--- src/hw/stop_seq_pkg.sv ---
// Constants and types for the stop-sequence selection block
package stop_seq_pkg;
  // Register byte offsets
  localparam logic [7:0] OFS_DRIVE_INHIBIT = 8'h00;
  localparam logic [7:0] OFS_SERVO_OFF = 8'h04;
  localparam logic [7:0] OFS_MAINS_OFF = 8'h08;
  localparam logic [7:0] OFS_UV_ACTION = 8'h0c;
  localparam logic [7:0] OFS_HOLD_TIME = 8'h10;
  localparam logic [7:0] OFS_ALARM_STOP = 8'h14;
  localparam logic [7:0] OFS_CONTROL = 8'h18;
  localparam logic [7:0] OFS_STATUS = 8'h1c;
  // Reset values and legal minima and maxima
  localparam logic [1:0] DRIVE_INHIBIT_RST = 2'h0;
  localparam logic [1:0] DRIVE_INHIBIT_MAX = 2'h2;
  localparam logic [3:0] SERVO_OFF_RST = 4'h0;
  localparam logic [3:0] STOP_SEL_MAX = 4'h9;
  localparam logic [2:0] ALARM_STOP_RST = 3'h0;
  localparam logic UV_ACTION_RST = 1'b1;
  localparam logic [10:0] HOLD_TIME_RST = 11'h046;
  localparam logic [10:0] HOLD_TIME_MIN = 11'h046;
  localparam logic [10:0] HOLD_TIME_MAX = 11'h7d0;
  // Hold time unit, 1 ms, in ns and in 100 MHz cycles
  localparam int CLOCK_PERIOD_NS = 10;
  localparam int HOLD_UNIT_NS = 1000000;
  localparam int HOLD_UNIT_CYCLES = HOLD_UNIT_NS / CLOCK_PERIOD_NS;
  // Braking actions toward the power stage
  typedef enum logic [1:0] {BRAKE_NONE, BRAKE_DYN, BRAKE_FREE, BRAKE_ESTOP} brake_t;
endpackage

--- src/hw/stop_seq_select.sv ---
// Stop-sequence selection with an AXI4-Lite register slave
//
// Register access over AXI4-Lite and the register addresses were left to the implementer.
`timescale 1ns/100ps
`default_nettype none
module stop_seq_select
  import stop_seq_pkg::*;
#(
  // Clocks per 1 ms step of the hold time; only simulation shortens it
  parameter int UNIT_CYCLES = HOLD_UNIT_CYCLES
) (
  // Clock and reset
  input wire logic clock,
  input wire logic reset_n,
  // AXI4-Lite slave
  input wire logic [7:0] s_axi_awaddr,
  input wire logic s_axi_awvalid,
  output logic s_axi_awready,
  input wire logic [31:0] s_axi_wdata,
  input wire logic [3:0] s_axi_wstrb,
  input wire logic s_axi_wvalid,
  output logic s_axi_wready,
  output logic [1:0] s_axi_bresp,
  output logic s_axi_bvalid,
  input wire logic s_axi_bready,
  input wire logic [7:0] s_axi_araddr,
  input wire logic s_axi_arvalid,
  output logic s_axi_arready,
  output logic [31:0] s_axi_rdata,
  output logic [1:0] s_axi_rresp,
  output logic s_axi_rvalid,
  input wire logic s_axi_rready,
  // Host control pins (asynchronous)
  input wire logic fwd_prohibit_in,
  input wire logic rev_prohibit_in,
  input wire logic servo_on_in,
  input wire logic mains_present_in,
  input wire logic alarm_in,
  input wire logic alarm_estop_in,
  input wire logic motor_stopped_in,
  // Power stage controls
  output logic fwd_torque_off,
  output logic rev_torque_off,
  output stop_seq_pkg::brake_t brake_action,
  output logic error_counter_clear,
  output logic undervoltage_trip,
  output logic mains_alarm
);
  import stop_seq_pkg::*;

  // Active settings and pending power-up settings
  logic [1:0] drive_inhibit_reg;
  logic [1:0] drive_inhibit_pend_reg;
  logic [3:0] servo_off_reg;
  logic [3:0] mains_off_reg;
  logic uv_action_reg;
  logic [10:0] hold_time_reg;
  logic [10:0] hold_time_pend_reg;
  logic [2:0] alarm_stop_reg;
  logic powerup_req;

  // Two-flop synchronisers for the pins
  logic [6:0] pin_meta_reg;
  logic [6:0] pin_sync_reg;
  always_ff @(posedge clock or negedge reset_n) begin
    if (!reset_n) begin
      pin_meta_reg <= 7'h00;
      pin_sync_reg <= 7'h00;
    end else begin
      pin_meta_reg <= {motor_stopped_in, alarm_estop_in, alarm_in, mains_present_in,
                       servo_on_in, rev_prohibit_in, fwd_prohibit_in};
      pin_sync_reg <= pin_meta_reg;
    end
  end
  logic fwd_proh, rev_proh, servo_on, mains_ok, alarm, alarm_estop, stopped;
  assign {stopped, alarm_estop, alarm, mains_ok, servo_on, rev_proh, fwd_proh} = pin_sync_reg;

  // AXI write channel: address and data taken in either order
  logic aw_held_reg, w_held_reg;
  logic [7:0] aw_addr_reg;
  logic [31:0] w_data_reg;
  logic [3:0] w_strb_reg;
  logic wr_fire;
  assign wr_fire = aw_held_reg && w_held_reg && !s_axi_bvalid;
  always_ff @(posedge clock or negedge reset_n) begin
    if (!reset_n) begin
      aw_held_reg <= 1'b0;
      w_held_reg <= 1'b0;
      aw_addr_reg <= 8'h00;
      w_data_reg <= 32'h0000_0000;
      w_strb_reg <= 4'h0;
      s_axi_bvalid <= 1'b0;
      s_axi_bresp <= 2'h0;
    end else begin
      if (s_axi_awvalid && s_axi_awready) begin
        aw_held_reg <= 1'b1;
        aw_addr_reg <= s_axi_awaddr;
      end
      if (s_axi_wvalid && s_axi_wready) begin
        w_held_reg <= 1'b1;
        w_data_reg <= s_axi_wdata;
        w_strb_reg <= s_axi_wstrb;
      end
      if (wr_fire) begin
        aw_held_reg <= 1'b0;
        w_held_reg <= 1'b0;
        s_axi_bvalid <= 1'b1;
        s_axi_bresp <= (aw_addr_reg[1:0] == 2'h0 && aw_addr_reg <= OFS_STATUS) ? 2'h0 : 2'h3;
      end else if (s_axi_bvalid && s_axi_bready) begin
        s_axi_bvalid <= 1'b0;
      end
    end
  end
  always_ff @(posedge clock or negedge reset_n) begin
    if (!reset_n) begin
      s_axi_awready <= 1'b0;
      s_axi_wready <= 1'b0;
    end else begin
      s_axi_awready <= !aw_held_reg && !(s_axi_awvalid && s_axi_awready);
      s_axi_wready <= !w_held_reg && !(s_axi_wvalid && s_axi_wready);
    end
  end

  // Register writes; illegal values are dropped without changing anything
  logic [31:0] wv;
  assign wv = w_data_reg;
  always_ff @(posedge clock or negedge reset_n) begin
    if (!reset_n) begin
      drive_inhibit_pend_reg <= DRIVE_INHIBIT_RST;
      servo_off_reg <= SERVO_OFF_RST;
      mains_off_reg <= SERVO_OFF_RST;
      uv_action_reg <= UV_ACTION_RST;
      hold_time_pend_reg <= HOLD_TIME_RST;
      alarm_stop_reg <= ALARM_STOP_RST;
    end else if (wr_fire && w_strb_reg[0]) begin
      unique case (aw_addr_reg)
        OFS_DRIVE_INHIBIT: if (wv <= 32'(DRIVE_INHIBIT_MAX)) drive_inhibit_pend_reg <= wv[1:0];
        OFS_SERVO_OFF: if (wv <= 32'(STOP_SEL_MAX)) servo_off_reg <= wv[3:0];
        OFS_MAINS_OFF: if (wv <= 32'(STOP_SEL_MAX)) mains_off_reg <= wv[3:0];
        OFS_UV_ACTION: if (wv <= 32'h1) uv_action_reg <= wv[0];
        OFS_HOLD_TIME:
          if (w_strb_reg[1] && wv >= 32'(HOLD_TIME_MIN) && wv <= 32'(HOLD_TIME_MAX)) begin
            hold_time_pend_reg <= wv[10:0];
          end
        OFS_ALARM_STOP: if (wv <= 32'h7) alarm_stop_reg <= wv[2:0];
        default: ;
      endcase
    end
  end

  // Power-up settings load on reset release or a control write of bit 0
  assign powerup_req = wr_fire && aw_addr_reg == OFS_CONTROL && w_strb_reg[0] && wv[0];
  logic booted_reg;
  always_ff @(posedge clock or negedge reset_n) begin
    if (!reset_n) begin
      booted_reg <= 1'b0;
      drive_inhibit_reg <= DRIVE_INHIBIT_RST;
      hold_time_reg <= HOLD_TIME_RST;
    end else begin
      booted_reg <= 1'b1;
      if (!booted_reg || powerup_req) begin
        drive_inhibit_reg <= drive_inhibit_pend_reg;
        hold_time_reg <= hold_time_pend_reg;
      end
    end
  end

  // Mains-loss timer: 1 ms prescaler plus ms counter
  logic [16:0] us_cnt_reg;
  logic [10:0] ms_cnt_reg;
  always_ff @(posedge clock or negedge reset_n) begin
    if (!reset_n) begin
      us_cnt_reg <= 17'h0;
      ms_cnt_reg <= 11'h0;
      mains_alarm <= 1'b0;
    end else if (mains_ok) begin
      us_cnt_reg <= 17'h0;
      ms_cnt_reg <= 11'h0;
      mains_alarm <= 1'b0;
    end else if (!mains_alarm) begin
      if (us_cnt_reg == 17'(UNIT_CYCLES - 1)) begin
        us_cnt_reg <= 17'h0;
        ms_cnt_reg <= ms_cnt_reg + 11'h1;
        if (ms_cnt_reg + 11'h1 >= hold_time_reg) mains_alarm <= 1'b1;
      end else begin
        us_cnt_reg <= us_cnt_reg + 17'h1;
      end
    end
  end

  // Decode of the 0..9 stop selections shared by servo-off and mains-off
  function automatic brake_t sel_brake(input logic [3:0] sel, input logic stop_done);
    if (sel >= 4'h8) begin
      sel_brake = stop_done ? (sel[0] ? BRAKE_FREE : BRAKE_DYN) : BRAKE_ESTOP;
    end else if (stop_done) begin
      sel_brake = sel[1] ? BRAKE_FREE : BRAKE_DYN;
    end else begin
      sel_brake = sel[0] ? BRAKE_FREE : BRAKE_DYN;
    end
  endfunction

  // Stop source priority: alarm, mains, servo off, prohibit
  logic uv_event;
  brake_t brake_next;
  logic clear_next;
  assign uv_event = mains_alarm && uv_action_reg;
  always_comb begin
    brake_next = BRAKE_NONE;
    clear_next = 1'b0;
    if (alarm || uv_event) begin
      if (alarm && alarm_estop && alarm_stop_reg[2] && !stopped) brake_next = BRAKE_ESTOP;
      else brake_next = sel_brake({2'h0, alarm_stop_reg[1:0]}, stopped);
      clear_next = 1'b1;
    end else if (mains_alarm) begin
      brake_next = sel_brake(mains_off_reg, stopped);
      clear_next = !(mains_off_reg inside {[4'h4:4'h7]});
    end else if (!servo_on) begin
      brake_next = sel_brake(servo_off_reg, stopped);
      clear_next = !(servo_off_reg inside {[4'h4:4'h7]});
    end else if (fwd_proh || rev_proh) begin
      unique case (drive_inhibit_reg)
        2'h1: brake_next = BRAKE_FREE;
        2'h2: brake_next = BRAKE_ESTOP;
        default: brake_next = BRAKE_DYN;
      endcase
    end
  end

  // Registered stage outputs
  always_ff @(posedge clock or negedge reset_n) begin
    if (!reset_n) begin
      brake_action <= BRAKE_NONE;
      error_counter_clear <= 1'b0;
      undervoltage_trip <= 1'b0;
      fwd_torque_off <= 1'b0;
      rev_torque_off <= 1'b0;
    end else begin
      brake_action <= brake_next;
      error_counter_clear <= clear_next;
      undervoltage_trip <= uv_event;
      fwd_torque_off <= fwd_proh;
      rev_torque_off <= rev_proh;
    end
  end

  // AXI read channel, one-cycle answer
  always_ff @(posedge clock or negedge reset_n) begin
    if (!reset_n) begin
      s_axi_arready <= 1'b0;
      s_axi_rvalid <= 1'b0;
      s_axi_rdata <= 32'h0;
      s_axi_rresp <= 2'h0;
    end else begin
      s_axi_arready <= !s_axi_rvalid && !(s_axi_arvalid && s_axi_arready);
      if (s_axi_arvalid && s_axi_arready) begin
        s_axi_rvalid <= 1'b1;
        s_axi_rresp <= 2'h0;
        unique case (s_axi_araddr)
          OFS_DRIVE_INHIBIT: s_axi_rdata <= {30'h0, drive_inhibit_pend_reg};
          OFS_SERVO_OFF: s_axi_rdata <= {28'h0, servo_off_reg};
          OFS_MAINS_OFF: s_axi_rdata <= {28'h0, mains_off_reg};
          OFS_UV_ACTION: s_axi_rdata <= {31'h0, uv_action_reg};
          OFS_HOLD_TIME: s_axi_rdata <= {21'h0, hold_time_pend_reg};
          OFS_ALARM_STOP: s_axi_rdata <= {29'h0, alarm_stop_reg};
          OFS_CONTROL: s_axi_rdata <= {19'h0, hold_time_reg, drive_inhibit_reg};
          OFS_STATUS: s_axi_rdata <= {25'h0, brake_action, error_counter_clear, undervoltage_trip,
                                      mains_alarm, rev_torque_off, fwd_torque_off};
          default: begin
            s_axi_rdata <= 32'h0;
            s_axi_rresp <= 2'h3;
          end
        endcase
      end else if (s_axi_rvalid && s_axi_rready) begin
        s_axi_rvalid <= 1'b0;
      end
    end
  end

  // Checks
  chk_inhibit_estop: assert property (@(posedge clock) disable iff (!reset_n)
    (servo_on && !alarm && !mains_alarm && (fwd_proh || rev_proh) && drive_inhibit_reg == 2'h2)
    |=> brake_action == BRAKE_ESTOP) else $error("prohibit estop missing");
  chk_inhibit_dyn: assert property (@(posedge clock) disable iff (!reset_n)
    (servo_on && !alarm && !mains_alarm && fwd_proh && drive_inhibit_reg == 2'h0)
    |=> brake_action == BRAKE_DYN && fwd_torque_off) else $error("prohibit brake wrong");
  chk_inhibit_free: assert property (@(posedge clock) disable iff (!reset_n)
    (servo_on && !alarm && !mains_alarm && rev_proh && drive_inhibit_reg == 2'h1)
    |=> brake_action == BRAKE_FREE) else $error("prohibit free-run wrong");
  chk_servo_hold: assert property (@(posedge clock) disable iff (!reset_n)
    (!servo_on && !alarm && !mains_alarm && servo_off_reg inside {[4'h4:4'h7]})
    |=> !error_counter_clear) else $error("counter not held");
  chk_servo_estop: assert property (@(posedge clock) disable iff (!reset_n)
    (!servo_on && !alarm && !mains_alarm && servo_off_reg >= 4'h8 && !stopped)
    |=> brake_action == BRAKE_ESTOP && error_counter_clear) else $error("servo-off estop wrong");
  chk_servo_after: assert property (@(posedge clock) disable iff (!reset_n)
    (!servo_on && !alarm && !mains_alarm && servo_off_reg == 4'h2 && stopped)
    |=> brake_action == BRAKE_FREE && error_counter_clear) else $error("servo-off after-stop wrong");
  chk_uv_trip: assert property (@(posedge clock) disable iff (!reset_n)
    $rose(mains_alarm) && uv_action_reg |=> undervoltage_trip) else $error("trip not raised");
  chk_alarm_late: assert property (@(posedge clock) disable iff (!reset_n)
    mains_ok |=> !mains_alarm) else $error("mains alarm while powered");
  chk_alarm_estop: assert property (@(posedge clock) disable iff (!reset_n)
    (alarm && alarm_estop && alarm_stop_reg[2] && !stopped) |=> brake_action == BRAKE_ESTOP)
    else $error("alarm estop missing");
  chk_range_keep: assert property (@(posedge clock) disable iff (!reset_n)
    (wr_fire && aw_addr_reg == OFS_SERVO_OFF && wv > 32'h9) |=> $stable(servo_off_reg))
    else $error("illegal value stored");
  chk_pend_only: assert property (@(posedge clock) disable iff (!reset_n)
    (booted_reg && !powerup_req) |=> $stable(drive_inhibit_reg)) else $error("setting live early");
endmodule
`default_nettype wire

--- config.mk ---
export PLATFORM = sky130hd
export DESIGN_NAME = stop_seq_select
export DESIGN_NICKNAME = d
export VERILOG_FILES = /design/src/hw/stop_seq_pkg.sv /design/src/hw/stop_seq_select.sv
export SDC_FILE = /design/constraint.sdc
export NUM_CORES = 1
export LEC_CHECK = 0
export BUFFER_PORTS_ARGS = -buffer_cell sky130_fd_sc_hd__buf_2
export CAP_MARGIN = 20
export CORE_MARGIN = 5
export CORE_UTILIZATION = 25
export DETAILED_ROUTE_END_ITERATION = 10
export GPL_TIMING_DRIVEN = 0
export SLEW_MARGIN = 10
export SYNTH_ARGS = -nofsm -noshare
export SYNTH_HDL_FRONTEND = slang
export SYNTH_SLANG_ARGS = --single-unit
--- constraint.sdc ---
create_clock -name clock -period 2.46 [get_ports clock]
set_input_delay 0.492 -clock clock [delete_from_list [all_inputs] [get_ports clock]]
set_output_delay 0.492 -clock clock [all_outputs]
set_load 0.1 [all_outputs]
After elaboration in Yosys (flattened, before gate mapping)
Index checks and enable logic that the tools add are counted.
{"block": "word_totals", "regBits": 173, "inputBits": 66, "output_inout_bits": 48, "elab_cells": 161}
{"block": "op_classes", "add_sub_neg": 2, "n_lt_le_gt_ge": 14, "eq_ne": 17, "n_mux": 43, "reduce_logical": 53}
{"cell": "case mux 13 bit (8 select lines)", "n": 1}
{"cell": "equality test 8 x 5 -> 1 bit, second input constant", "n": 7}
{"cell": "2-to-1 mux 17 bit", "n": 3}
{"cell": "2-to-1 mux 2 bit", "n": 20}
{"cell": "2-to-1 mux 11 bit", "n": 3}
{"cell": "equality test 8 x 4 -> 1 bit, second input constant", "n": 4}
{"cell": ">= comparator 32 x 7 -> 1 bit, second input constant", "n": 1}
{"cell": "<= comparator 32 x 1 -> 1 bit, second input constant", "n": 1}
{"cell": "<= comparator 32 x 11 -> 1 bit, second input constant", "n": 1}
{"cell": "<= comparator 32 x 2 -> 1 bit, second input constant", "n": 1}
{"cell": "<= comparator 32 x 3 -> 1 bit, second input constant", "n": 1}
{"cell": "<= comparator 32 x 4 -> 1 bit, second input constant", "n": 1}
{"cell": "logical AND 1 bit", "n": 23}
{"cell": "AND reduction 3 bit", "n": 6}
{"cell": "adder 17 x 1 -> 17 bit, second input constant", "n": 1}
{"cell": "equality test 17 bit, second input constant", "n": 1}
{"cell": "equality test 8 x 3 -> 1 bit, second input constant", "n": 2}
{"cell": "zero test 8 bit", "n": 2}
{"cell": "2-to-1 mux 1 bit", "n": 15}
{"cell": "adder 11 x 1 -> 11 bit, second input constant", "n": 1}
{"cell": ">= comparator 11 bit", "n": 1}
{"cell": "zero test 1 bit", "n": 11}
{"cell": "nonzero test 2 bit", "n": 5}
{"cell": ">= comparator 4 x 3 -> 1 bit, second input constant", "n": 2}
{"cell": "other kinds (11)", "n": 15}

Logic depth before layout (Yosys ltp)
Gate-level depths: netlist of the first run.
{"block": "depth", "word_depth": 6, "mapped_depth": 10, "depth_no_buf": 9}

Least setup slack after synthesis of the first run
Ideal clock, no wire load.
{"block": "synth_path", "path_type": "register to register", "start": "reg s_axi_bvalid", "end": "reg mains_off_reg[0]", "setup_time_ns": 0.125, "arrival_ns": 2.277, "t_required_ns": 2.335, "path_slack_ns": 0.058, "stages_incl_launch_ff": 6, "path_buffers": 0, "synth_period_minus_slack_ns": 2.402, "cell_sequence": "dfrtp_1 -> nand3b_1 -> nor3b_1 -> nand4b_2 -> nor4b_4 -> mux2_2"}
{"block": "synth_via", "elab_chain_len": 4}
{"element": "start, declared", "line": "stop_seq_select.sv:24", "source": "output logic s_axi_bvalid,"}
{"element": "start signal, assigned", "line": "stop_seq_select.sv:92", "source": "s_axi_bvalid <= 1'b0;"}
{"element": "start signal, assigned", "line": "stop_seq_select.sv:107", "source": "s_axi_bvalid <= 1'b1;"}
{"element": "start signal, assigned", "line": "stop_seq_select.sv:110", "source": "s_axi_bvalid <= 1'b0;"}
{"element": "zero test 1 bit", "line": "stop_seq_select.sv:84", "source": "assign wr_fire = aw_held_reg && w_held_reg && !s_axi_bvalid;"}
{"element": "logical AND 1 bit", "line": "stop_seq_select.sv:84"}
{"element": "logical AND 1 bit", "line": "stop_seq_select.sv:135", "source": "end else if (wr_fire && w_strb_reg[0]) begin"}
{"element": "AND reduction 3 bit (no source line)"}
{"element": "end signal, assigned", "line": "stop_seq_select.sv:139", "source": "OFS_MAINS_OFF: if (wv <= 32'(STOP_SEL_MAX)) mains_off_reg <= wv[3:0];"}
{"element": "end, declared", "line": "stop_seq_select.sv:55", "source": "logic [3:0] mains_off_reg;"}
Every way passes these cells.
A chain may end at the register's enable or synchronous reset.

Worst setup path in the final report of the first run
{"block": "layout_path", "start": "reg aw_addr_reg[0]", "end": "reg hold_time_pend_reg[8]"}
{"block": "layout_via", "elab_chain_len": 2}
{"element": "start, declared", "line": "stop_seq_select.sv:80", "source": "logic [7:0] aw_addr_reg;"}
{"element": "start signal, assigned", "line": "stop_seq_select.sv:97", "source": "aw_addr_reg <= s_axi_awaddr;"}
{"element": "equality test 8 x 5 -> 1 bit", "line": "stop_seq_select.sv:136", "source": "unique case (aw_addr_reg)"}
{"element": "AND reduction 3 bit (no source line)"}
{"element": "end signal, assigned", "line": "stop_seq_select.sv:143", "source": "hold_time_pend_reg <= wv[10:0];"}
{"element": "end, declared", "line": "stop_seq_select.sv:58", "source": "logic [10:0] hold_time_pend_reg;"}
Every way passes these cells.

==> results.md, run 1 <==
| Quantity | This run | Unit |
| --- | --- | --- |
| Outcome | completed | - |
| Count of pins over their slew limit | 0 | - |
| Power per cell area | 853 | nW/um^2 |
| Cell type with the highest aggregate area in the netlist | sky130_fd_sc_hd__dfrtp_1 | - |
| Average via count per standard cell | 4.25 | - |
| Hold/Removal Path Class | primary input to asynchronous set/reset pin | - |
| Number of flip-flops in the largest register | 32 | - |
| Cell with the largest stage delay on the worst path | sky130_fd_sc_hd__or4_4 | - |
| Routed wirelength normalized by instance count | 14.0 | um |
| Filler cells | 2,980 | - |
| Number of ports placed on the die boundary | 114 | - |
| HPWL Detailed | 12,300 | um |
| Final wirelength | 16,000 | um |
| Cells after DPL | 1,104 | - |
| CTS root buf | sky130_fd_sc_hd__clkbuf_16 | - |
| Clock period minus final worst setup slack | 2.37 | ns |
| DIE WIDTH | 179 | um |
| Die Outline Area | 32,200 | sq um |
| Flip-flop and latch count after synthesis | 152 | - |
| Total area of multi-input combinational cells | 3140 | sq um |
| Count of antenna-violating nets left after detailed routing | 0 | - |
| Biggest cell delay along the critical path | 0.57 | ns |
| Routed vias | 4,841 | - |
| Top cells by count, synth | 145 x sky130_fd_sc_hd__dfrtp_1, 72 x sky130_fd_sc_hd__mux2_2, 52 x sky130_fd_sc_hd__nor2_1 | - |
| Actual slew at the worst max-slew pin | 0.910 | ns |
| Worst IR Drop VDD | 0.464 | mV |
| Number of core rows | 62 | - |
| Number of global-route vias before repair | 4,965 | - |
| Max-cap viol count | 0 | - |
| Critical path depth in cells | 7 | - |
| Length in cells of the worst reg-to-reg path | 7 | - |
| Number of flops mapped to enable cells by yosys | 0 | - |
| Clock latency at the later pin of the worst-skew pair | 0.42 | ns |
| Overall power of the completed layout | 7.58 | mW |
| Router iterations before antenna repair | 5 | - |
| Final count of hold timing violations | 0 | - |
| Synthesis Warnings | 0 | - |
| Leakage power summed over all cells | 3.95 | nW |
| First-pass GRT wire length | 26,600 | um |
| CP Buf/Inv Count | 2 | - |
| Worst Setup Start Kind | flip-flop | - |
| Fmax | 421 | MHz |
| Maximum fanout along the worst path | 10 | - |
| Worst max-slew margin expressed relative to the limit | 38.8 | % |
| CTS tree | done | - |
| Mean cell area of the mapped netlist | 11.8 | sq um |
| Summed instance area of the synthesized netlist | 7180 | sq um |
| Antenna fix cells | 0 | - |
| Synthesized instance count | 610 | - |
| Most used DFF post-synth | sky130_fd_sc_hd__dfrtp_1 | - |
| Total track usage | 10.1 | % |
| Worst setup startpoint | aw_addr_reg[0] | - |
| Share of the yosys chip area belonging to registers | 53.1 | % |
| Most used cell, CP | sky130_fd_sc_hd__or4_4 | - |
| Post-synth ARST share | 100 | % |
| Most common cell in the synthesized netlist | sky130_fd_sc_hd__dfrtp_1 | - |
| R2R setup slack | 0.09 | ns |
| Critical path class | flip-flop to flip-flop | - |
| Area growth syn-to-layout | 23.8 | % |
| Effective utilization at floorplan | 25.1 | % |
| Share of Yosys cell area claimed by the top area cell type | 50.6 | % |
| Starting DRC count in detailed routing | 187 | - |
| Antenna violations before repair | 0 | - |
| Height of the chip | 179 | um |
| Port bufs | 91 | - |
| Final count of negative-setup-slack endpoints | 0 | - |
| Longest Clk Path Bufs | 2 | - |
| List of cells traversed by the critical path | or4_4, nor2_2, nand4_1, buf_4, or4_4, buf_6, mux2_4 | - |
| Hold buffer count at CTS | 0 | - |
| Required @ worst endpoint | 2.76 | ns |
| Crit path capture type | flip-flop | - |
| Number of unique standard cell types used by synthesis | 57 | - |
| Sink Count | 152 | - |
| Total global routing overflow | 0 | - |
| Beginning of the worst register-to-register path | aw_addr_reg[0] | - |
| Hold slack | 0.0511 | ns |
| Inserted Clock Buffers | 17 | - |
| Core box area | 28,500 | sq um |
| CTS H-tree depth | 4 | - |
| Biggest area contributors in the synthesized netlist | sky130_fd_sc_hd__dfrtp_1 51%, sky130_fd_sc_hd__mux2_2 11%, sky130_fd_sc_hd__nor2_1 2.7% | - |
| Proportion of layout cells with a drive suffix above 1 | 36.5 | % |
| Post-CTS clock slew at the launch and capture registers of the worst setup and hold paths | 0.07 | ns |
| Placer Congestion | 0.818 | - |
| Remaining DRCs | 0 | - |
| Family with the most delay on the worst path | simple AND/OR/NAND/NOR gates | - |
| Post-Layout Cell Count | 1,138 | - |
| CP arrival | 2.67 | ns |
| Pin count of the biggest net entering global routing | 87 | - |
| Clock skew | 0.0110 | ns |
| Storage cell area | 3810 | sq um |
| Tcrit/Tclk final | 96.5 | % |
| Number of nets in the final layout | 821 | - |
where the power goes:
| part | leakage (nW) | internal, mW | switching (mW) |
|---|---|---|---|
| Sequential | 1.93 | 2.94 | 0.380 |
| Clock | 0.277 | 1.36 | 1.17 |
| Combinational | 1.74 | 0.621 | 1.12 |
timing repair:
action,in CTS,in global routing
pin swaps,2,3
cloned,0,0
buffers inserted,3,1
gates resized for setup,5,12
endpoints found under the setup margin,28,24
kinds of logic after synthesis:
group           count (synthesis)  share of synthesized area (%)
mux                            93                           15.4
other cells                     2                          0.105
compound gates                 66                           5.68
simple gates                  183                           14.1
flops                         152                           53.1
fa+ha+maj                      14                           2.44
buf+inv                        67                           5.02
xor+xnor                       33                           4.03
metrics by stage:
| stage | TNS [ns] | area (sq um) | setup WS (ns) | util, % |
|---|---|---|---|---|
| floorplan | 0 | 7240 | 0.0579 | - |
| global placement | -207.39 | 8180 | -1.38 | 28.7 |
| detailed placement | -4.36 | 8220 | -0.354 | 28.8 |
| CTS | 0 | 8840 | 0.000110 | 31.0 |
| global route | -0.00248 | 8890 | -0.00248 | 31.1 |
| finish | 0 | 8890 | 0.0871 | 31.1 |
metal layers:
metal  routed length (um)  track usage, %  vias to the layer above
met4                  113            2.62                        0
met3                  812            3.27                        7
met5                    0               0                        -
met2                 8340            17.6                       87
li1                     -               -                     2379
met1                 6710            11.9                     2368
cell usage in the layout (no fill, tap or decap), drive strengths merged, types with 7 or more instances in the layout:
master / n
ha: 14
inv: 31
nor4: 10
xor2: 11
buf: 126
nand2: 45
mux2i: 8
nor3: 13
nand4: 11
dfrtp: 145
nor2: 52
nand3: 15
clkbuf: 31
conb: 20
a21oi: 14
dfstp: 7
mux2: 82
o21ai: 29
xnor2: 22
path summary, 6_finish.rpt:
path | endpoint
max in group asynchronous | hold_time_pend_reg[6]
min | pin_meta_reg[6]
min in group clock | pin_meta_reg[6]
max | hold_time_pend_reg[8]
min reg2reg | pin_sync_reg[0]
max reg2reg | hold_time_pend_reg[8]
layout make-up:
cell class / instances / area share, %
inverter: 21 / 0.887
clock buffer: 17 / 4.79
tap: 384 / 5.41
sequential: 152 / 42.9
clock inverter: 15 / 1.75
multi-input combinational: 409 / 35.3
buffer: 44 / 3.08
timing repair buffer: 96 / 5.89
Power figures use the tool's default switching activity.
==> inputs of run 2 (changes only) <==
clock period = 2.24 ns   (was 2.46 ns; I/O delays follow)
==> run 2 against run 1 <==
Effect of this change:
- the run now ends with setup timing left
- sequential cell count unchanged
- fmax increased by 2.3%
- first-iteration DRC count up 19%
- sequential power grew 9.9%
- worst hold slack better by 0.081 ns
- setup slack worse by 0.17 ns
==> results.md, run 2 (synthesis results as in run 1) <==
| Quantity | This run | Unit | Change |
| --- | --- | --- | --- |
| Clock network fraction of total power | 33.6 | % | +0.3 points |
| Post-Layout Cell Count | 1,147 | - | +0.79% |
| Routed vias | 4,932 | - | +1.9% |
| Proportion of layout cells with a drive suffix above 1 | 38.1 | % | +1.7 points |
| Maximum fanout along the worst path | 10 | - | unchanged |
| Sequential cell fraction of total power | 43.5 | % | -0.3 points |
| Tcrit/Tclk final | 104 | % | +7.0 points |
| Port bufs | 91 | - | unchanged |
| Leakage power summed over all cells | 4.03 | nW | +2.0% |
| Fmax | 431 | MHz | +2.3% |
| Number of global-route vias before repair | 5,015 | - | +1.0% |
| Routed length on met3 | 803 | um | -1.1% |
| Count of pins over their slew limit | 0 | - | unchanged |
| Worst setup startpoint | aw_addr_reg[6] | - |  |
| Effective utilization at floorplan | 25.1 | % | unchanged |
| Starting DRC count in detailed routing | 223 | - | +19% |
| Antenna violations before repair | 3 | - | +3 |
| Hold/Removal Path Class | primary input to flip-flop | - |  |
| Unrepaired setup endpoints after global routing | yes | - |  |
| Uppermost signal routing layer after detailed routing | met5 | - |  |
| Combinational share of power | 22.9 | % | about the same |
| Router iterations before antenna repair | 4 | - | -1 |
| Placer Congestion | 0.818 | - | about the same |
| Leading cell types in the layout, fill and taps excluded | 143 x sky130_fd_sc_hd__dfrtp_1, 91 x sky130_fd_sc_hd__buf_2, 63 x sky130_fd_sc_hd__mux2_2, 49 x sky130_fd_sc_hd__nor2_1, 45 x sky130_fd_sc_hd__nand2_1 | - |  |
| Number of core rows | 62 | - | unchanged |
| Worst Setup Start Kind | flip-flop | - |  |
| R2R setup slack | -0.08 | ns | -0.17 ns |
| Clock latency at the later pin of the worst-skew pair | 0.42 | ns | about the same |
| CTS H-tree depth | 4 | - | unchanged |
| Average via count per standard cell | 4.30 | - | +1.1% |
| Area growth syn-to-layout | 26.3 | % |  |
| DIE WIDTH | 179 | um | unchanged |
| Net switching component of the power | 2.91 | mW | +9.2% |
| CTS tree | done | - |  |
| Post-Place Worst Slack | -0.556 | ns | -0.202 ns |
| Inserted Clock Buffers | 17 | - | unchanged |
| Core box area | 28,500 | sq um | unchanged |
| Post-CTS clock slew at the launch and capture registers of the worst setup and hold paths | 0.07 | ns | about the same |
| CTS root buf | sky130_fd_sc_hd__clkbuf_16 | - |  |
| Count of antenna-violating nets left after detailed routing | 0 | - | unchanged |
| Sink Count | 152 | - | unchanged |
| Worst IR Drop VDD | 0.501 | mV | +8.0% |
| Number of ports placed on the die boundary | 114 | - | unchanged |
| Most used cell, CP | sky130_fd_sc_hd__or4_4 | - |  |
| Failing checks | setup timing | - |  |
| HPWL Detailed | 12,200 | um | -1.2% |
| Number of nets in the final layout | 830 | - | +1.1% |
| Clock period minus final worst setup slack | 2.32 | ns | -0.0543 ns |
| Length in cells of the worst reg-to-reg path | 7 | - | unchanged |
| Wire length on met2 | 8240 | um | -1.2% |
| Final count of negative-setup-slack endpoints | 15 | - | +15 |
| Routed wirelength normalized by instance count | 14.1 | um | +0.71% |
| Cells after DPL | 1,104 | - | unchanged |
| Cell with the largest stage delay on the worst path | sky130_fd_sc_hd__or4_4 | - |  |
| Outcome | finished with violations | - |  |
| Total global routing overflow | 0 | - | unchanged |
| Critical path class | flip-flop to flip-flop | - |  |
| First-pass GRT wire length | 26,500 | um | -0.47% |
| Beginning of the worst register-to-register path | aw_addr_reg[6] | - |  |
| Detailed-route wire length on metal 1 | 6890 | um | +2.7% |
| Commonest non-fill, non-tap cell in the layout | sky130_fd_sc_hd__dfrtp_1 | - |  |
| Remaining DRCs | 0 | - | unchanged |
| Filler cells | 2,973 | - | -0.23% |
| Power per cell area | 928 | nW/um^2 | +8.8% |
| Actual slew at the worst max-slew pin | 0.924 | ns | +0.0148 ns |
| Clock skew | 0.0129 | ns | +0.00197 ns |
| Final wirelength | 16,200 | um | +1.5% |
| Worst setup margin | -0.0786 | ns | -0.166 ns |
| Biggest cell delay along the critical path | 0.58 | ns | about the same |
| Required @ worst endpoint | 2.53 | ns | -0.23 ns |
| Longest Clk Path Bufs | 2 | - | unchanged |
| Capturing instance or port of the critical path | hold_time_pend_reg[9] | - |  |
| Crit path capture type | flip-flop | - |  |
| R2r endpoint | hold_time_pend_reg[9] | - |  |
| Die Outline Area | 32,200 | sq um | unchanged |
| Internal power of the cells | 5.50 | mW | +12% |
| Antenna fix cells | 0 | - | unchanged |
| Total track usage | 10.0 | % | -0.042 points |
| List of cells traversed by the critical path | or4_4, nor2_4, nand4_1, buf_6, or4_4, buf_12, mux2_4 | - |  |
| Number of flip-flops in the largest register | 32 | - | unchanged |
| Switching part of the total power | 34.6 | % | -0.55 points |
| Max-cap viol count | 0 | - | unchanged |
| Height of the chip | 179 | um | unchanged |
| Worst max-slew margin expressed relative to the limit | 37.8 | % | -1.0 points |
| Final count of hold timing violations | 0 | - | unchanged |
| Pin count of the biggest net entering global routing | 101 | - | +16% |
| CP arrival | 2.61 | ns | -0.06 ns |
run 2: changes by cell type in the layout (fill, tap and decap cells not counted), moves of 2 or more:
cell,change
sky130_fd_sc_hd__nor4_1,-2
sky130_fd_sc_hd__nor2_4,+2
sky130_fd_sc_hd__buf_4,+7
sky130_fd_sc_hd__inv_8,-2
sky130_fd_sc_hd__mux2_4,+9
sky130_fd_sc_hd__or2_4,+2
sky130_fd_sc_hd__buf_2,-2
sky130_fd_sc_hd__mux2_2,-9
sky130_fd_sc_hd__clkinv_4,+3
sky130_fd_sc_hd__nor4_2,+2
run 2: worst min path at each step:
stage	endpoint	startpoint	slack, ns	cells after the start
floorplan	alarm_stop_reg[0]	reset_n	0.15	0
global placement	pin_sync_reg[0]	pin_meta_reg[0]	0.34	0
global route	pin_meta_reg[5]	alarm_estop_in	0.10	1
CTS	pin_meta_reg[6]	motor_stopped_in	0.11	1
finish	pin_meta_reg[6]	motor_stopped_in	0.13	1
detailed placement	pin_sync_reg[5]	pin_meta_reg[5]	0.33	0
run 2: final cells by class:
class	count	area (sq um)	share of cell area, %
clock buffer	17	425	4.69
buffer	42	277	3.05
timing repair buffer	106	604	6.67
tap	384	480	5.30
inverter	21	78.8	0.870
clock inverter	15	161	1.78
sequential	152	3810	42.1
multi-input combinational	410	3220	35.5
run 2: repair_timing:
item,CTS,global route
hold endpoints to repair,52,0
hold buffers,1,0
gates resized for setup,31,11
setup endpoints to repair,50,41
setup buffers,13,0
pin swaps,12,4
gates cloned,0,1
run 2: power by group through the flow:
| stage | clock (mW) | combinational [mW] | sequential, mW |
|---|---|---|---|
| after floorplan | 0 | 1.14 | 3.96 |
| after global placement | 0 | 1.88 | 3.68 |
| after detailed placement | 0 | 1.91 | 3.70 |
| after CTS | 2.91 | 1.94 | 3.67 |
| after global routing | 3.04 | 2.07 | 3.75 |
| final | 2.83 | 1.93 | 3.65 |
run 2: metal layers:
metal	global-route usage, %	vias to the layer above
li1	-	2387
met1	11.8	2422
met2	17.4	93
met3	3.21	24
met4	3.11	6
met5	0	-
run 2: worst max-delay path, delay by kind of cell (launching register included):
family,cells,cell delay (ns)
buffers and inverters,2,0.32
AND/OR/NAND/NOR,4,1.22
flip-flops,1,0.37
multiplexers,1,0.29
run 2: stage by stage:
step | hold WS, ns | util [%] | total power, mW | TNS (ns) | cell area (sq um)
5_1_grt | 0.100 | 31.7 | 8.86 | -1.93 | 9060
6_report | 0.132 | 31.7 | 8.41 | -0.741 | 9060
2_1_floorplan | 0.152 | - | 5.10 | 0 | 7240
3_3_place_gp | 0.335 | 28.7 | 5.57 | -242.90 | 8180
4_1_cts | 0.109 | 31.6 | 8.52 | -0.887 | 9010
3_5_place_dp | 0.335 | 28.8 | 5.61 | -12.97 | 8220
